--- src/hw/standby_pkg.sv ---
// Shared constants and types for the standby power-down controller.
package standby_pkg;
    // Register byte offsets on the Avalon-MM slave.
    localparam logic [3:0] CTRL_OFFSET = 4'h0;
    localparam logic [3:0] STATUS_OFFSET = 4'h4;
    localparam int ADDR_W = 4;
    localparam int DATA_W = 32;

    // Control register field positions.
    localparam int STANDBY_SELECT_BIT = 0;
    localparam int LOW_SPEED_ON_BIT = 1;
    localparam int MEDIUM_SPEED_ON_BIT = 2;
    localparam int TIMER_SEL_LSB = 4;
    localparam int TIMER_SEL_W = 3;
    localparam int EXT_INT_ZERO_EN_BIT = 8;
    localparam int EXT_INT_ONE_EN_BIT = 9;
    localparam int WAKE_EN_LSB = 16;
    localparam int WAKE_W = 8;
    localparam logic [31:0] CTRL_RESET = 32'h0000_0000;

    // Status register field positions.
    localparam int STAT_MODE_LSB = 0;
    localparam int STAT_MEDIUM_BIT = 2;
    localparam int STAT_CPG_BIT = 3;

    // Clock tap chain lengths: system /2../8192, watch /2../128.
    localparam int SYS_DIV_STAGES = 13;
    localparam int WATCH_DIV_STAGES = 7;

    // Stabilisation time unit, scaled by two to the standby timer code.
    localparam int CLK_PERIOD_NS = 25;
    localparam int STAB_UNIT_NS = 6400;
    localparam int STAB_UNIT_CYCLES = (STAB_UNIT_NS + CLK_PERIOD_NS - 1) / CLK_PERIOD_NS;
    localparam int STAB_W = 24;

    typedef enum logic [1:0] {
        MODE_ACTIVE,
        MODE_STANDBY,
        MODE_STABILISE,
        MODE_RESET_HOLD
    } power_mode_t;
endpackage : standby_pkg

--- src/hw/clock_tap_divider.sv ---
// Binary ripple-free divider chain that offers every power-of-two tap of its source.
`timescale 1ns/1ps
module clock_tap_divider #(
    parameter int STAGES = 13
) (
    input wire logic clk_i,
    input wire logic rst_n_i,
    input wire logic advance_i,
    output logic [STAGES-1:0] taps_o
);
    logic [STAGES-1:0] count_reg;

    // Bit k toggles every 2**k advances, so it is the source divided by 2**(k+1).
    always_ff @(posedge clk_i)
    begin
        if (!rst_n_i)
            count_reg <= '0;
        else if (advance_i)
            count_reg <= count_reg + {{(STAGES-1){1'b0}}, 1'b1};
    end

    assign taps_o = count_reg;
endmodule : clock_tap_divider

--- src/hw/standby_power_down_control.sv ---
// Standby power-down sequencer with Avalon-MM control and status registers.
//
// Chosen here: the Avalon-MM register port and the register addresses.
`timescale 1ns/1ps
module standby_power_down_control #(
    parameter bit FLASH_VARIANT = 1'b1,
    parameter int STAB_UNIT_CYCLES = standby_pkg::STAB_UNIT_CYCLES
) (
    input wire logic clk_i,
    input wire logic rst_n_i,
    input wire logic [standby_pkg::ADDR_W-1:0] avs_address_i,
    input wire logic avs_read_i,
    input wire logic avs_write_i,
    input wire logic [3:0] avs_byteenable_i,
    input wire logic [31:0] avs_writedata_i,
    output logic [31:0] avs_readdata_o,
    output logic avs_waitrequest_o,
    input wire logic sleep_exec_i,
    input wire logic timer_a_clock_source_bit_i,
    input wire logic int_mask_i,
    input wire logic external_interrupt_zero_i,
    input wire logic external_interrupt_one_i,
    input wire logic [standby_pkg::WAKE_W-1:0] wakeup_inputs_i,
    input wire logic reset_pin_low_i,
    input wire logic watch_tick_i,
    output logic cpg_run_o,
    output logic cpu_run_o,
    output logic retain_o,
    output logic port_hiz_o,
    output logic port5_hold_o,
    output logic medium_speed_active_o,
    output logic int_handle_o,
    output logic reset_handle_o,
    output logic [standby_pkg::SYS_DIV_STAGES-1:0] sys_taps_o,
    output logic [standby_pkg::WATCH_DIV_STAGES-1:0] watch_taps_o
);
    standby_pkg::power_mode_t mode_reg;
    logic [31:0] ctrl_reg;
    logic [standby_pkg::STAB_W-1:0] stab_count_reg;
    logic wait_reg;
    logic [31:0] rdata_reg;
    logic cpg_reg;
    logic cpu_reg;
    logic medium_reg;
    logic int_pulse_reg;
    logic rst_pulse_reg;
    logic enter_ok;
    logic wake_req;
    logic bus_req;
    logic [standby_pkg::TIMER_SEL_W-1:0] timer_sel;

    assign bus_req = avs_read_i | avs_write_i;
    assign timer_sel = ctrl_reg[standby_pkg::TIMER_SEL_LSB +: standby_pkg::TIMER_SEL_W];

    // Entry needs all three select conditions together with the sleep instruction.
    assign enter_ok = sleep_exec_i && ctrl_reg[standby_pkg::STANDBY_SELECT_BIT]
        && !ctrl_reg[standby_pkg::LOW_SPEED_ON_BIT] && !timer_a_clock_source_bit_i;

    // A wake source counts only when enabled and not masked by the CPU.
    assign wake_req = !int_mask_i && (
        (external_interrupt_zero_i && ctrl_reg[standby_pkg::EXT_INT_ZERO_EN_BIT])
        || (external_interrupt_one_i && ctrl_reg[standby_pkg::EXT_INT_ONE_EN_BIT])
        || |(wakeup_inputs_i & ctrl_reg[standby_pkg::WAKE_EN_LSB +: standby_pkg::WAKE_W]));

    // Bus handshake: each request waits one cycle, then is answered for exactly one edge.
    always_ff @(posedge clk_i)
    begin
        if (!rst_n_i)
            wait_reg <= 1'b1;
        else
            wait_reg <= !(bus_req && wait_reg);
    end

    // Read data is captured in the wait cycle so it stands at the answering edge.
    always_ff @(posedge clk_i)
    begin
        if (!rst_n_i)
            rdata_reg <= 32'h0000_0000;
        else if (avs_read_i && wait_reg)
        begin
            unique case (avs_address_i)
                standby_pkg::CTRL_OFFSET: rdata_reg <= ctrl_reg;
                standby_pkg::STATUS_OFFSET: rdata_reg <= {28'h0000000, cpg_reg, medium_reg, mode_reg};
                default: rdata_reg <= 32'h0000_0000; // Unmapped reads return zero.
            endcase
        end
    end

    // Control register, cleared by the reset pin as the whole chip restarts.
    always_ff @(posedge clk_i)
    begin
        if (!rst_n_i || !reset_pin_low_i)
            ctrl_reg <= standby_pkg::CTRL_RESET;
        else if (avs_write_i && !wait_reg && avs_address_i == standby_pkg::CTRL_OFFSET)
        begin
            for (int b = 0; b < 4; b++)
            begin
                if (avs_byteenable_i[b])
                    ctrl_reg[b*8 +: 8] <= avs_writedata_i[b*8 +: 8];
            end
        end
    end

    // Power mode sequencer; the reset pin overrides every other transition.
    always_ff @(posedge clk_i)
    begin
        if (!rst_n_i)
        begin
            mode_reg <= standby_pkg::MODE_ACTIVE;
            stab_count_reg <= '0;
            int_pulse_reg <= 1'b0;
            rst_pulse_reg <= 1'b0;
            medium_reg <= 1'b0;
        end
        else
        begin
            int_pulse_reg <= 1'b0;
            rst_pulse_reg <= 1'b0;
            if (!reset_pin_low_i)
                mode_reg <= standby_pkg::MODE_RESET_HOLD;
            else
            begin
                unique case (mode_reg)
                    standby_pkg::MODE_ACTIVE:
                        if (enter_ok)
                            mode_reg <= standby_pkg::MODE_STANDBY;
                    standby_pkg::MODE_STANDBY:
                        if (wake_req)
                        begin
                            mode_reg <= standby_pkg::MODE_STABILISE;
                            stab_count_reg <= standby_pkg::STAB_W'(STAB_UNIT_CYCLES) << timer_sel;
                        end
                    standby_pkg::MODE_STABILISE:
                        if (stab_count_reg == '0)
                        begin
                            mode_reg <= standby_pkg::MODE_ACTIVE;
                            int_pulse_reg <= 1'b1;
                            medium_reg <= ctrl_reg[standby_pkg::MEDIUM_SPEED_ON_BIT];
                        end
                        else
                            stab_count_reg <= stab_count_reg - standby_pkg::STAB_W'(1);
                    standby_pkg::MODE_RESET_HOLD:
                    begin
                        // Reset handling starts once the pin is released.
                        mode_reg <= standby_pkg::MODE_ACTIVE;
                        rst_pulse_reg <= 1'b1;
                        medium_reg <= 1'b0;
                    end
                endcase
            end
        end
    end

    // Clock gates follow the next mode so they switch together with the sequencer.
    always_ff @(posedge clk_i)
    begin
        if (!rst_n_i)
        begin
            cpg_reg <= 1'b1;
            cpu_reg <= 1'b1;
        end
        else if (!reset_pin_low_i)
        begin
            cpg_reg <= 1'b1;
            cpu_reg <= 1'b0;
        end
        else if (mode_reg == standby_pkg::MODE_ACTIVE && enter_ok)
        begin
            cpg_reg <= 1'b0;
            cpu_reg <= 1'b0;
        end
        else if (mode_reg == standby_pkg::MODE_STANDBY && wake_req)
            cpg_reg <= 1'b1;
        else if (mode_reg == standby_pkg::MODE_STABILISE && stab_count_reg == '0)
            cpu_reg <= 1'b1;
        else if (mode_reg == standby_pkg::MODE_RESET_HOLD)
            cpu_reg <= 1'b1;
    end

    // System taps only advance while the CPU clock runs; the watch chain follows the subclock tick.
    clock_tap_divider #(
        .STAGES(standby_pkg::SYS_DIV_STAGES)
    ) sys_div_u (
        .clk_i(clk_i),
        .rst_n_i(rst_n_i),
        .advance_i(cpu_reg),
        .taps_o(sys_taps_o)
    );

    clock_tap_divider #(
        .STAGES(standby_pkg::WATCH_DIV_STAGES)
    ) watch_div_u (
        .clk_i(clk_i),
        .rst_n_i(rst_n_i),
        .advance_i(watch_tick_i),
        .taps_o(watch_taps_o)
    );

    // Retention and pin float decode the next mode being standby, registered so outputs are glitch free.
    always_ff @(posedge clk_i)
    begin
        if (!rst_n_i)
        begin
            retain_o <= 1'b0;
            port_hiz_o <= 1'b0;
            port5_hold_o <= 1'b0;
        end
        else
        begin
            retain_o <= (mode_reg == standby_pkg::MODE_ACTIVE && enter_ok && reset_pin_low_i)
                || (mode_reg == standby_pkg::MODE_STANDBY && !wake_req && reset_pin_low_i);
            port_hiz_o <= (mode_reg == standby_pkg::MODE_ACTIVE && enter_ok && reset_pin_low_i)
                || (mode_reg == standby_pkg::MODE_STANDBY && !wake_req && reset_pin_low_i);
            port5_hold_o <= FLASH_VARIANT && ((mode_reg == standby_pkg::MODE_ACTIVE && enter_ok && reset_pin_low_i)
                || (mode_reg == standby_pkg::MODE_STANDBY && !wake_req && reset_pin_low_i));
        end
    end

    assign avs_waitrequest_o = wait_reg;
    assign avs_readdata_o = rdata_reg;
    assign cpg_run_o = cpg_reg;
    assign cpu_run_o = cpu_reg;
    assign medium_speed_active_o = medium_reg;
    assign int_handle_o = int_pulse_reg;
    assign reset_handle_o = rst_pulse_reg;
endmodule : standby_power_down_control

--- config.mk ---
export PLATFORM = sky130hd
export DESIGN_NAME = standby_power_down_control
export DESIGN_NICKNAME = d
export VERILOG_FILES = /design/src/hw/standby_pkg.sv /design/src/hw/clock_tap_divider.sv /design/src/hw/standby_power_down_control.sv
export SDC_FILE = /design/constraint.sdc
export NUM_CORES = 1
export LEC_CHECK = 0
export ABC_AREA = 1
export BUFFER_PORTS_ARGS = -buffer_cell sky130_fd_sc_hd__clkbuf_2
export CORE_MARGIN = 10
export CORE_UTILIZATION = 57
export CTS_BUF_LIST = sky130_fd_sc_hd__clkbuf_16
export DETAILED_ROUTE_END_ITERATION = 10
export PLACE_DENSITY = 0.83
export REMOVE_ABC_BUFFERS = 1
export SETUP_SLACK_MARGIN = 0.05
export SLEW_MARGIN = 15
export SYNTH_ARGS = -nofsm -noshare
export SYNTH_HDL_FRONTEND = slang
export SYNTH_SLANG_ARGS = --single-unit
--- constraint.sdc ---
create_clock -name clk_i -period 5.3 [get_ports clk_i]
set_clock_uncertainty 0.05 [all_clocks]
set_input_delay 0.265 -clock clk_i [delete_from_list [all_inputs] [get_ports clk_i]]
set_output_delay 0.265 -clock clk_i [all_outputs]
set_load 0.1 [all_outputs]
==> results of run 1 <==
==> report_power, final <==
part	switching [mW]	internal (mW)	total (mW)
clock network	0.399	0.723	1.12
registers	0.0280	0.914	0.942
logic	0.401	0.125	0.527
total	0.829	1.76	2.59
==> per-stage QoR <==
stage / power, mW / util, % / area, um2 / setup WS (ns) / hold slack (ns)
2_1_floorplan: 1.35 / - / 5280 / 2.79 / 0.284
3_3_place_gp: 1.46 / 65.2 / 6050 / 3.18 / 0.397
3_5_place_dp: 1.47 / 65.2 / 6050 / 3.04 / 0.408
4_1_cts: 2.59 / 71.3 / 6620 / 3.00 / 0.00265
5_1_grt: 2.69 / 71.3 / 6620 / 2.76 / 0.0278
6_report: 2.59 / 71.3 / 6620 / 2.94 / 0.00860
==> cell usage in the layout, fill, tap and decap left out, types with 2 or more instances in the layout <==
master	count
nand2_1	172
nor2_1	140
clkbuf_2	119
dfxtp_1	117
a21oi_1	74
inv_1	63
o21ai_0	46
o21ai_1	34
nand3_1	26
clkbuf_16	17
nand4_1	16
nor3_1	15
clkinv_2	6
xor2_1	5
clkinv_1	4
nand2_4	4
xnor2_1	4
o21bai_1	4
ha_1	4
o211ai_1	3
o221ai_1	3
nor4_1	3
a21oi_2	3
bufinv_16	3
nand2_2	2
inv_2	2
a31oi_1	2
nor2_2	2
nor3b_1	2
clkinvlp_4	2
buf_4	2
==> metal layers <==
metal / up-vias / track usage, %
met5: - / 0
li1: 2780 / -
met2: 273 / 38.5
met1: 2588 / 25.9
met3: 39 / 8.25
met4: 0 / 9.27
==> worst paths after layout <==
path / slack [ns] / cells after the start / endpoint
max reg2reg: 2.94 / 8 / stab_count_reg[17]
min reg2reg: 0.41 / 2 / avs_readdata_o[10]
max: 2.94 / 8 / stab_count_reg[17]
min: 0.009 / 2 / avs_waitrequest_o
==> area by class of cell <==
cell class | instances | area (um2) | area share (%)
Multi-Input combinational cell | 570 | 2670 | 40.4
Inverter | 68 | 262 | 3.95
Timing Repair Buffer | 121 | 611 | 9.22
Sequential cell | 117 | 2340 | 35.4
Clock buffer | 17 | 425 | 6.42
Clock inverter | 14 | 148 | 2.23
Tap cell | 129 | 161 | 2.44
==> logic make-up (layout without fill, tap and decap cells) <==
group,Yosys count,after routing,synth area share [%]
buf+inv,99,220,7.75
simple gates,387,387,30.2
fa+ha+maj,4,4,0.920
xor+xnor,9,9,1.45
compound gates,170,170,16.6
flops,117,117,43.1
==> metrics.md, run 1 <==
| Metric | Value |
|---|---|
| Largest net degree at the start of global routing | 65 |
| Worst skew pair latency | 0.42 ns |
| Number of global-route vias before repair | 5644 |
| Worst rel slew slack | 39.9% |
| Met2 WL | 7.57 mm |
| Area leader, netlist | dfxtp_1 |
| Starting Density | 58.6% |
| Critical path startpoint | mode_reg[1] |
| Remaining global-route overflow | 0 |
| Fill cells | 782 |
| Synth Area per Inst | 6.92 um2 |
| Via-to-Cell Ratio | 5.48 |
| Max IR drop VDD | 253 uV |
| Count of cell types in the netlist | 38 |
| Met1 WL | 6.44 mm |
| Yosys reg bits | 117 |
| Number of DRC markers in iteration 0 | 560 |
| Worst Hold Launch | avs_read_i |
| Via count | 5680 |
| Setup CP Type | reg2reg |
| DP HPWL | 11.0 mm |
| Fmax | 423 MHz |
| Crit share post-route | 44.6% |
| Highest Signal Layer | met4 |
| Total negative slack | 0 ns |
| DIE HEIGHT | 118 um |
| CTS Buffer Depth | 2 |
| Synth-to-layout area growth | 21.8% |
| Row count | 35 |
| Worst EP required | 5.57 ns |
| PortBufs | 119 |
| Mapped cell area | 5440 um2 |
| # H-tree levels | 4 |
| Critical path's slowest cell | nor2_1 |
| Worst Hold Class | in2reg |
| TritonCTS buffer count | 17 |
| Routed WL per cell | 15.3 um |
| Initial antenna violation count | 0 |
| Ratio of cells with drive above 1 in the final layout | 18.7% |
| Inst Count DP | 1005 |
| Post-cts repair resize count | 0 |
| Crit path buf inv count | 2 |
| Worst-Margin Slew | 0.900 ns |
| First-pass iteration count of the detailed router | 5 |
| CTS Sinks | 117 |
| CP Cell Sequence | inv_1, nor2_1, nand2_1, nand2_2, nand3_4, inv_4, nand2_1, a21oi_1 |
| Crit-path leading delay family | simple AND/OR/NAND/NOR gates |
| Number of synthesized flops with an enable pin | 0 |
| Overall global routing resource usage | 23.0% |
| Core area | 9280 um2 |
| Largest cells by area after synthesis | dfxtp_1 43%, nand2_1 12%, nor2_1 9.7% |
| Routed wl met3 | 1.51 mm |
| Crit path largest cell delay | 0.56 ns |
| Hold Vio Cnt, Final | 0 |
| Sequential area share after synthesis | 43.1% |
| Count leader, synth | nand2_1 |
| Detail Route Antenna Nets | 0 |
| PD cells | 391 nW/um2 |
| I/O pins | 120 |
| Outcome | complete, no violations |
| CP Launch Type | flip-flop |
| # DRC | 0 |
| Ys flop type | dfxtp_1 |
| # diodes | 0 |
| WL final | 15.9 mm |
| Final #Nets | 958 |
| Minimum clock period | 2.36 ns |
| Mapped Cells | 786 |
| RSZ-0062 raised after global routing | no |
| FFs w/ async S/R, synth | 0% |
| Worst R2R Start | mode_reg[1] |
| CTS tree | yes |
| First-pass GRT wire length | 26.7 mm |
| CP Data Arrival Time | 2.64 ns |
| MaxCap Viol Count | 0 |
| Post-CTS Setup Inserts | 0 |
| LEAKAGE | 2.98 nW |
| Finished Layout Cells | 1036 |
| Final Slew Violations | 0 |
| Synth Warn # | 0 |
| CTS Root Buffer Type | clkbuf_16 |
| Crit path top cell by count | nand2_1 |
| DIE WIDTH | 118 um |
| Endpoint type of the worst setup path | flip-flop |
| Critical path peak fanout | 26 |
| CTS Hold Bufs | 0 |
| Top cell type's share of synthesized area | 43.1% |
| Reg clk slew, reported paths | 0.05 ns |
| Routability cong. | 0.892 |
| Final setup vio count | 0 |
| Top cells by count, synth | 172 x nand2_1, 140 x nor2_1, 117 x dfxtp_1, 74 x a21oi_1, 59 x inv_1 |
| Die area | 13800 um2 |
Power figures use the tool's default switching activity.
==> run 2, diff against run 1 <==
--- a/config.mk
+++ b/config.mk
@@ -5,13 +5,13 @@
 export SDC_FILE = /design/constraint.sdc
 export NUM_CORES = 1
 export LEC_CHECK = 0
-export ABC_AREA = 1
+export ABC_AREA = 0
 export BUFFER_PORTS_ARGS = -buffer_cell sky130_fd_sc_hd__clkbuf_2
 export CORE_MARGIN = 10
-export CORE_UTILIZATION = 57
+export CORE_UTILIZATION = 48
 export CTS_BUF_LIST = sky130_fd_sc_hd__clkbuf_16
 export DETAILED_ROUTE_END_ITERATION = 10
-export PLACE_DENSITY = 0.83
+export PLACE_DENSITY = 0.76
 export REMOVE_ABC_BUFFERS = 1
 export SETUP_SLACK_MARGIN = 0.05
 export SLEW_MARGIN = 15
==> constraint.sdc (replaced) <==
create_clock -name clk_i -period 2.09 [get_ports clk_i]
set_clock_uncertainty 0.05 [all_clocks]
set_input_delay 0.1045 -clock clk_i [delete_from_list [all_inputs] [get_ports clk_i]]
set_output_delay 0.1045 -clock clk_i [all_outputs]
set_load 0.1 [all_outputs]
==> run 2 against run 1 <==
Compared with the run above: the run now ends with negative setup slack left; largest cell class unchanged; sequential power rose to 2.9 times the previous value; sequential share of layout area down 3.0 points; largest power group is now combinational logic; worst setup slack worse by 3.0 ns; final cell count down 10%; non-clock buffer count up 103; core utilization down 0.37 points; highest routed layer unchanged; power rose to 4.2 times the previous value; flip-flop and latch count unchanged; via count down 7.4%.
==> metrics.md, run 2 <==
| Metric | Value |
|---|---|
| CTS tree | yes |
| Minimum clock period | 2.14 ns (-0.226 ns) |
| Via-to-Cell Ratio | 5.65 (+3.1%) |
| Final Core Density | 71.0% (-0.37 points) |
| Endpoint type of the worst setup path | flip-flop |
| Critical path startpoint | stab_count_reg[16] |
| Hold Vio Cnt, Final | 0 (unchanged) |
| Commonest non-fill, non-tap cell in the layout | clkbuf_2 |
| Routed WL per cell | 18.0 um (+18%) |
| CP Data Arrival Time | 2.40 ns (-0.24 ns) |
| PortBufs | 119 (unchanged) |
| Worst r2r path cells | 7 (-1) |
| Failing checks | negative setup slack |
| Setup CP Type | reg2reg |
| Inst Count DP | 839 (-17%) |
| Number of DRC markers in iteration 0 | 470 (-16%) |
| First-pass GRT wire length | 26.6 mm (-0.59%) |
| Overall global routing resource usage | 22.1% (-0.86 points) |
| Row count | 37 (+5.7%) |
| CP Cell Sequence | or4_4, nor4_4, a31oi_4, o21ai_4, buf_12, nor2_2, a31o_1 |
| Synth Warn # | 0 (unchanged) |
| Sequential area share after synthesis | 47.1% (+4.0 points) |
| Final worst slack | -0.0462 ns (-2.98 ns) |
| Critical path peak fanout | 8 (-69%) |
| Starting Density | 48.6% (-10 points) |
| P_sw | 4.29 mW (+420%) |
| GR met3 Demand/Resource | 7.96% (-0.29 points) |
| Multi-input gate area | 2550 um2 (-4.7%) |
| GRT met1 Usage | 24.6% (-1.3 points) |
| Die area | 14800 um2 (+7.1%) |
| Worst Hold Launch | avs_byteenable_i[0] |
| Number of synthesized flops with an enable pin | 0 (unchanged) |
| Ys flop type | dfxtp_1 |
| Cell-internal power | 6.54 mW (+270%) |
| Max IR drop VDD | 1080 uV (+330%) |
| Fmax | 468 MHz (+11%) |
| Final setup vio count | 9 (+9) |
| Combinational fraction of design power | 48.1% (+28 points) |
| Largest cells by area after synthesis | dfxtp_1 47%, a21oi_1 5.8%, nor2_1 5.3% |
| Worst R2R Start | stab_count_reg[16] |
| Met2 Resource Use GR | 37.3% (-1.2 points) |
| Fill cells | 706 (-9.7%) |
| Reg clk slew, reported paths | 0.06 ns (about the same) |
| Core area | 10200 um2 (+10%) |
| DIE WIDTH | 122 um (+3.5%) |
| Top cell type's share of synthesized area | 47.1% (+4.0 points) |
| Largest net degree at the start of global routing | 37 (-43%) |
| Remaining global-route overflow | 0 (unchanged) |
| Initial antenna violation count | 1 (+1) |
| Crit path buf inv count | 1 (-1) |
| Count of cell types in the netlist | 60 (+58%) |
| Placed inst area | 5960 um2 (-1.5%) |
| Clock power frac | 27.1% (-16 points) |
| Synth Area per Inst | 8.62 um2 (+25%) |
| DP HPWL | 10.5 mm (-4.7%) |
| Worst Hold End | ctrl_reg[7] |
| Worst Hold Class | in2reg |
| Gr busiest metal | met2 |
| Synth-to-layout area growth | 46.0% |
| Routability cong. | 0.925 (+3.7%) |
| Total stage count of the critical path | 7 (-1) |
| Detail Route Antenna Nets | 0 (unchanged) |
| FFs w/ async S/R, synth | 0% (unchanged) |
| TritonCTS buffer count | 17 (unchanged) |
| Worst-Margin Slew | 0.567 ns (-0.333 ns) |
| I/O pins | 120 (unchanged) |
| PD cells | 1490 nW/um2 (+280%) |
| Sw Ratio | 39.6% (+7.7 points) |
| CTS Root Buffer Type | clkbuf_16 |
| Crit share post-route | 102% (+58 points) |
| RSZ-0062 raised after global routing | yes |
| CP Launch Type | flip-flop |
| DIE HEIGHT | 122 um (+3.5%) |
| MaxCap Viol Count | 0 (unchanged) |
| Area leader, netlist | dfxtp_1 |
| Flip-flop and latch area | 2350 um2 (+0.21%) |
| # DRC | 0 (unchanged) |
| Count leader, synth | dfxtp_1 |
| CTS Buffer Depth | 2 (unchanged) |
| Final instance area | 7260 um2 (+9.6%) |
| Ratio of cells with drive above 1 in the final layout | 31.3% (+13 points) |
| Via count | 5262 (-7.4%) |
| Crit-path leading delay family | simple AND/OR/NAND/NOR gates |
| Outcome | finished with violations |
| # H-tree levels | 4 (unchanged) |
| Worst skew pair latency | 0.42 ns (about the same) |
| First-pass iteration count of the detailed router | 5 (unchanged) |
| Number of global-route vias before repair | 5399 (-4.3%) |
| WL final | 16.8 mm (+5.8%) |
| Hold path cells | 3 (+1) |
| Top cells by count, synth | 117 x dfxtp_1, 70 x nor2_1, 60 x nand2_1, 58 x a21oi_1, 41 x nand3_1 |
| LEAKAGE | 2.86 nW (-4.1%) |
| Worst EP required | 2.35 ns (-3.22 ns) |
| Critical path's slowest cell | or4_4 |
| Finished Layout Cells | 931 (-10%) |
| CTS Sinks | 117 (unchanged) |
| Worst R2R End | stab_count_reg[9] |
| Worst rel slew slack | 62.4% (+22 points) |
| Sequential fraction of design power | 24.9% (-11 points) |
| Final Slew Violations | 0 (unchanged) |
| Yosys reg bits | 117 (unchanged) |
| Most frequent cells in the layout | 119 x clkbuf_2, 113 x dfxtp_1, 66 x nor2_1, 59 x nand2_1, 56 x a21oi_1 |
| Reg2reg setup slack | -0.05 ns (-2.98 ns) |
| Crit path largest cell delay | 0.56 ns (about the same) |
| Mapped Cells | 577 (-27%) |
| Mapped cell area | 4970 um2 (-8.5%) |
| Final #Nets | 843 (-12%) |
run 2: stage by stage:
stage                     total power [mW]  setup WS (ns)  TNS [ns]  hold WS [ns]
after detailed placement              6.94        -0.0253    -0.141         0.295
final                                 10.8        -0.0462    -0.143        0.0299
after global routing                  11.3         -0.143     -2.08        0.0320
after CTS                             10.2        0.00193         0      0.000701
after floorplan                       5.31          -1.17    -50.47         0.116
after global placement                6.85         0.0169         0         0.285
run 2: logic make-up after synthesis:
family                   Yosys count  share of synthesized area (%)
adder cells (fa/ha/maj)            4                           1.01
AND/OR/NAND/NOR                  239                           23.9
XOR/XNOR                          22                           3.87
flip-flops                       117                           47.1
buffers and inverters             46                           3.97
AO/OA/AOI/OAI                    143                           19.0
multiplexers                       6                           1.21
run 2: power groups by stage:
stage                     Clock (mW)  Sequential (mW)  Combinational (mW)
after floorplan                    0             2.91                2.40
after global placement             0             2.69                4.16
after detailed placement           0             2.70                4.24
after CTS                       2.94             2.68                4.58
after global routing            3.06             2.72                5.54
final                           2.93             2.70                5.21
run 2: worst max path at each step:
stage	end	slack (ns)
floorplan	avs_readdata_o[10]	-1.17
global placement	stab_count_reg[17]	0.02
detailed placement	stab_count_reg[23]	-0.03
CTS	stab_count_reg[7]	0.002
global route	stab_count_reg[21]	-0.14
finish	stab_count_reg[9]	-0.05
run 2: final cells by class:
cell class / count / share of cell area [%]
clock buffer: 17 / 5.86
multi-input combinational: 414 / 35.1
inverter: 6 / 0.310
antenna: 2 / 0.0689
tap: 136 / 2.34
sequential: 117 / 32.3
timing repair buffer: 224 / 21.7
clock inverter: 15 / 2.29
run 2: timing repair:
| item | CTS | global route |
|---|---|---|
| gates resized for setup | 19 | 18 |
| endpoints found under the setup margin | 23 | 27 |
| endpoints found under the hold margin | 36 | 0 |
| gates cloned | 0 | 2 |
| setup buffers | 2 | 3 |
| hold buffers | 51 | 0 |
| pin swaps | 8 | 8 |
run 2: per-layer routing:
layer,vias to the layer above,wire [um]
met3,39,1480
met1,2467,6630
met4,0,403
li1,2485,-
met5,-,0
met2,271,8270
run 2: worst reg2reg max path: stages (launching register included):
cell and delay, ns:
dfxtp_2 0.32, or4_4 0.56, nor4_4 0.27, a31oi_4 0.17, o21ai_4 0.28, buf_12 0.17, nor2_2 0.04, a31o_1 0.17
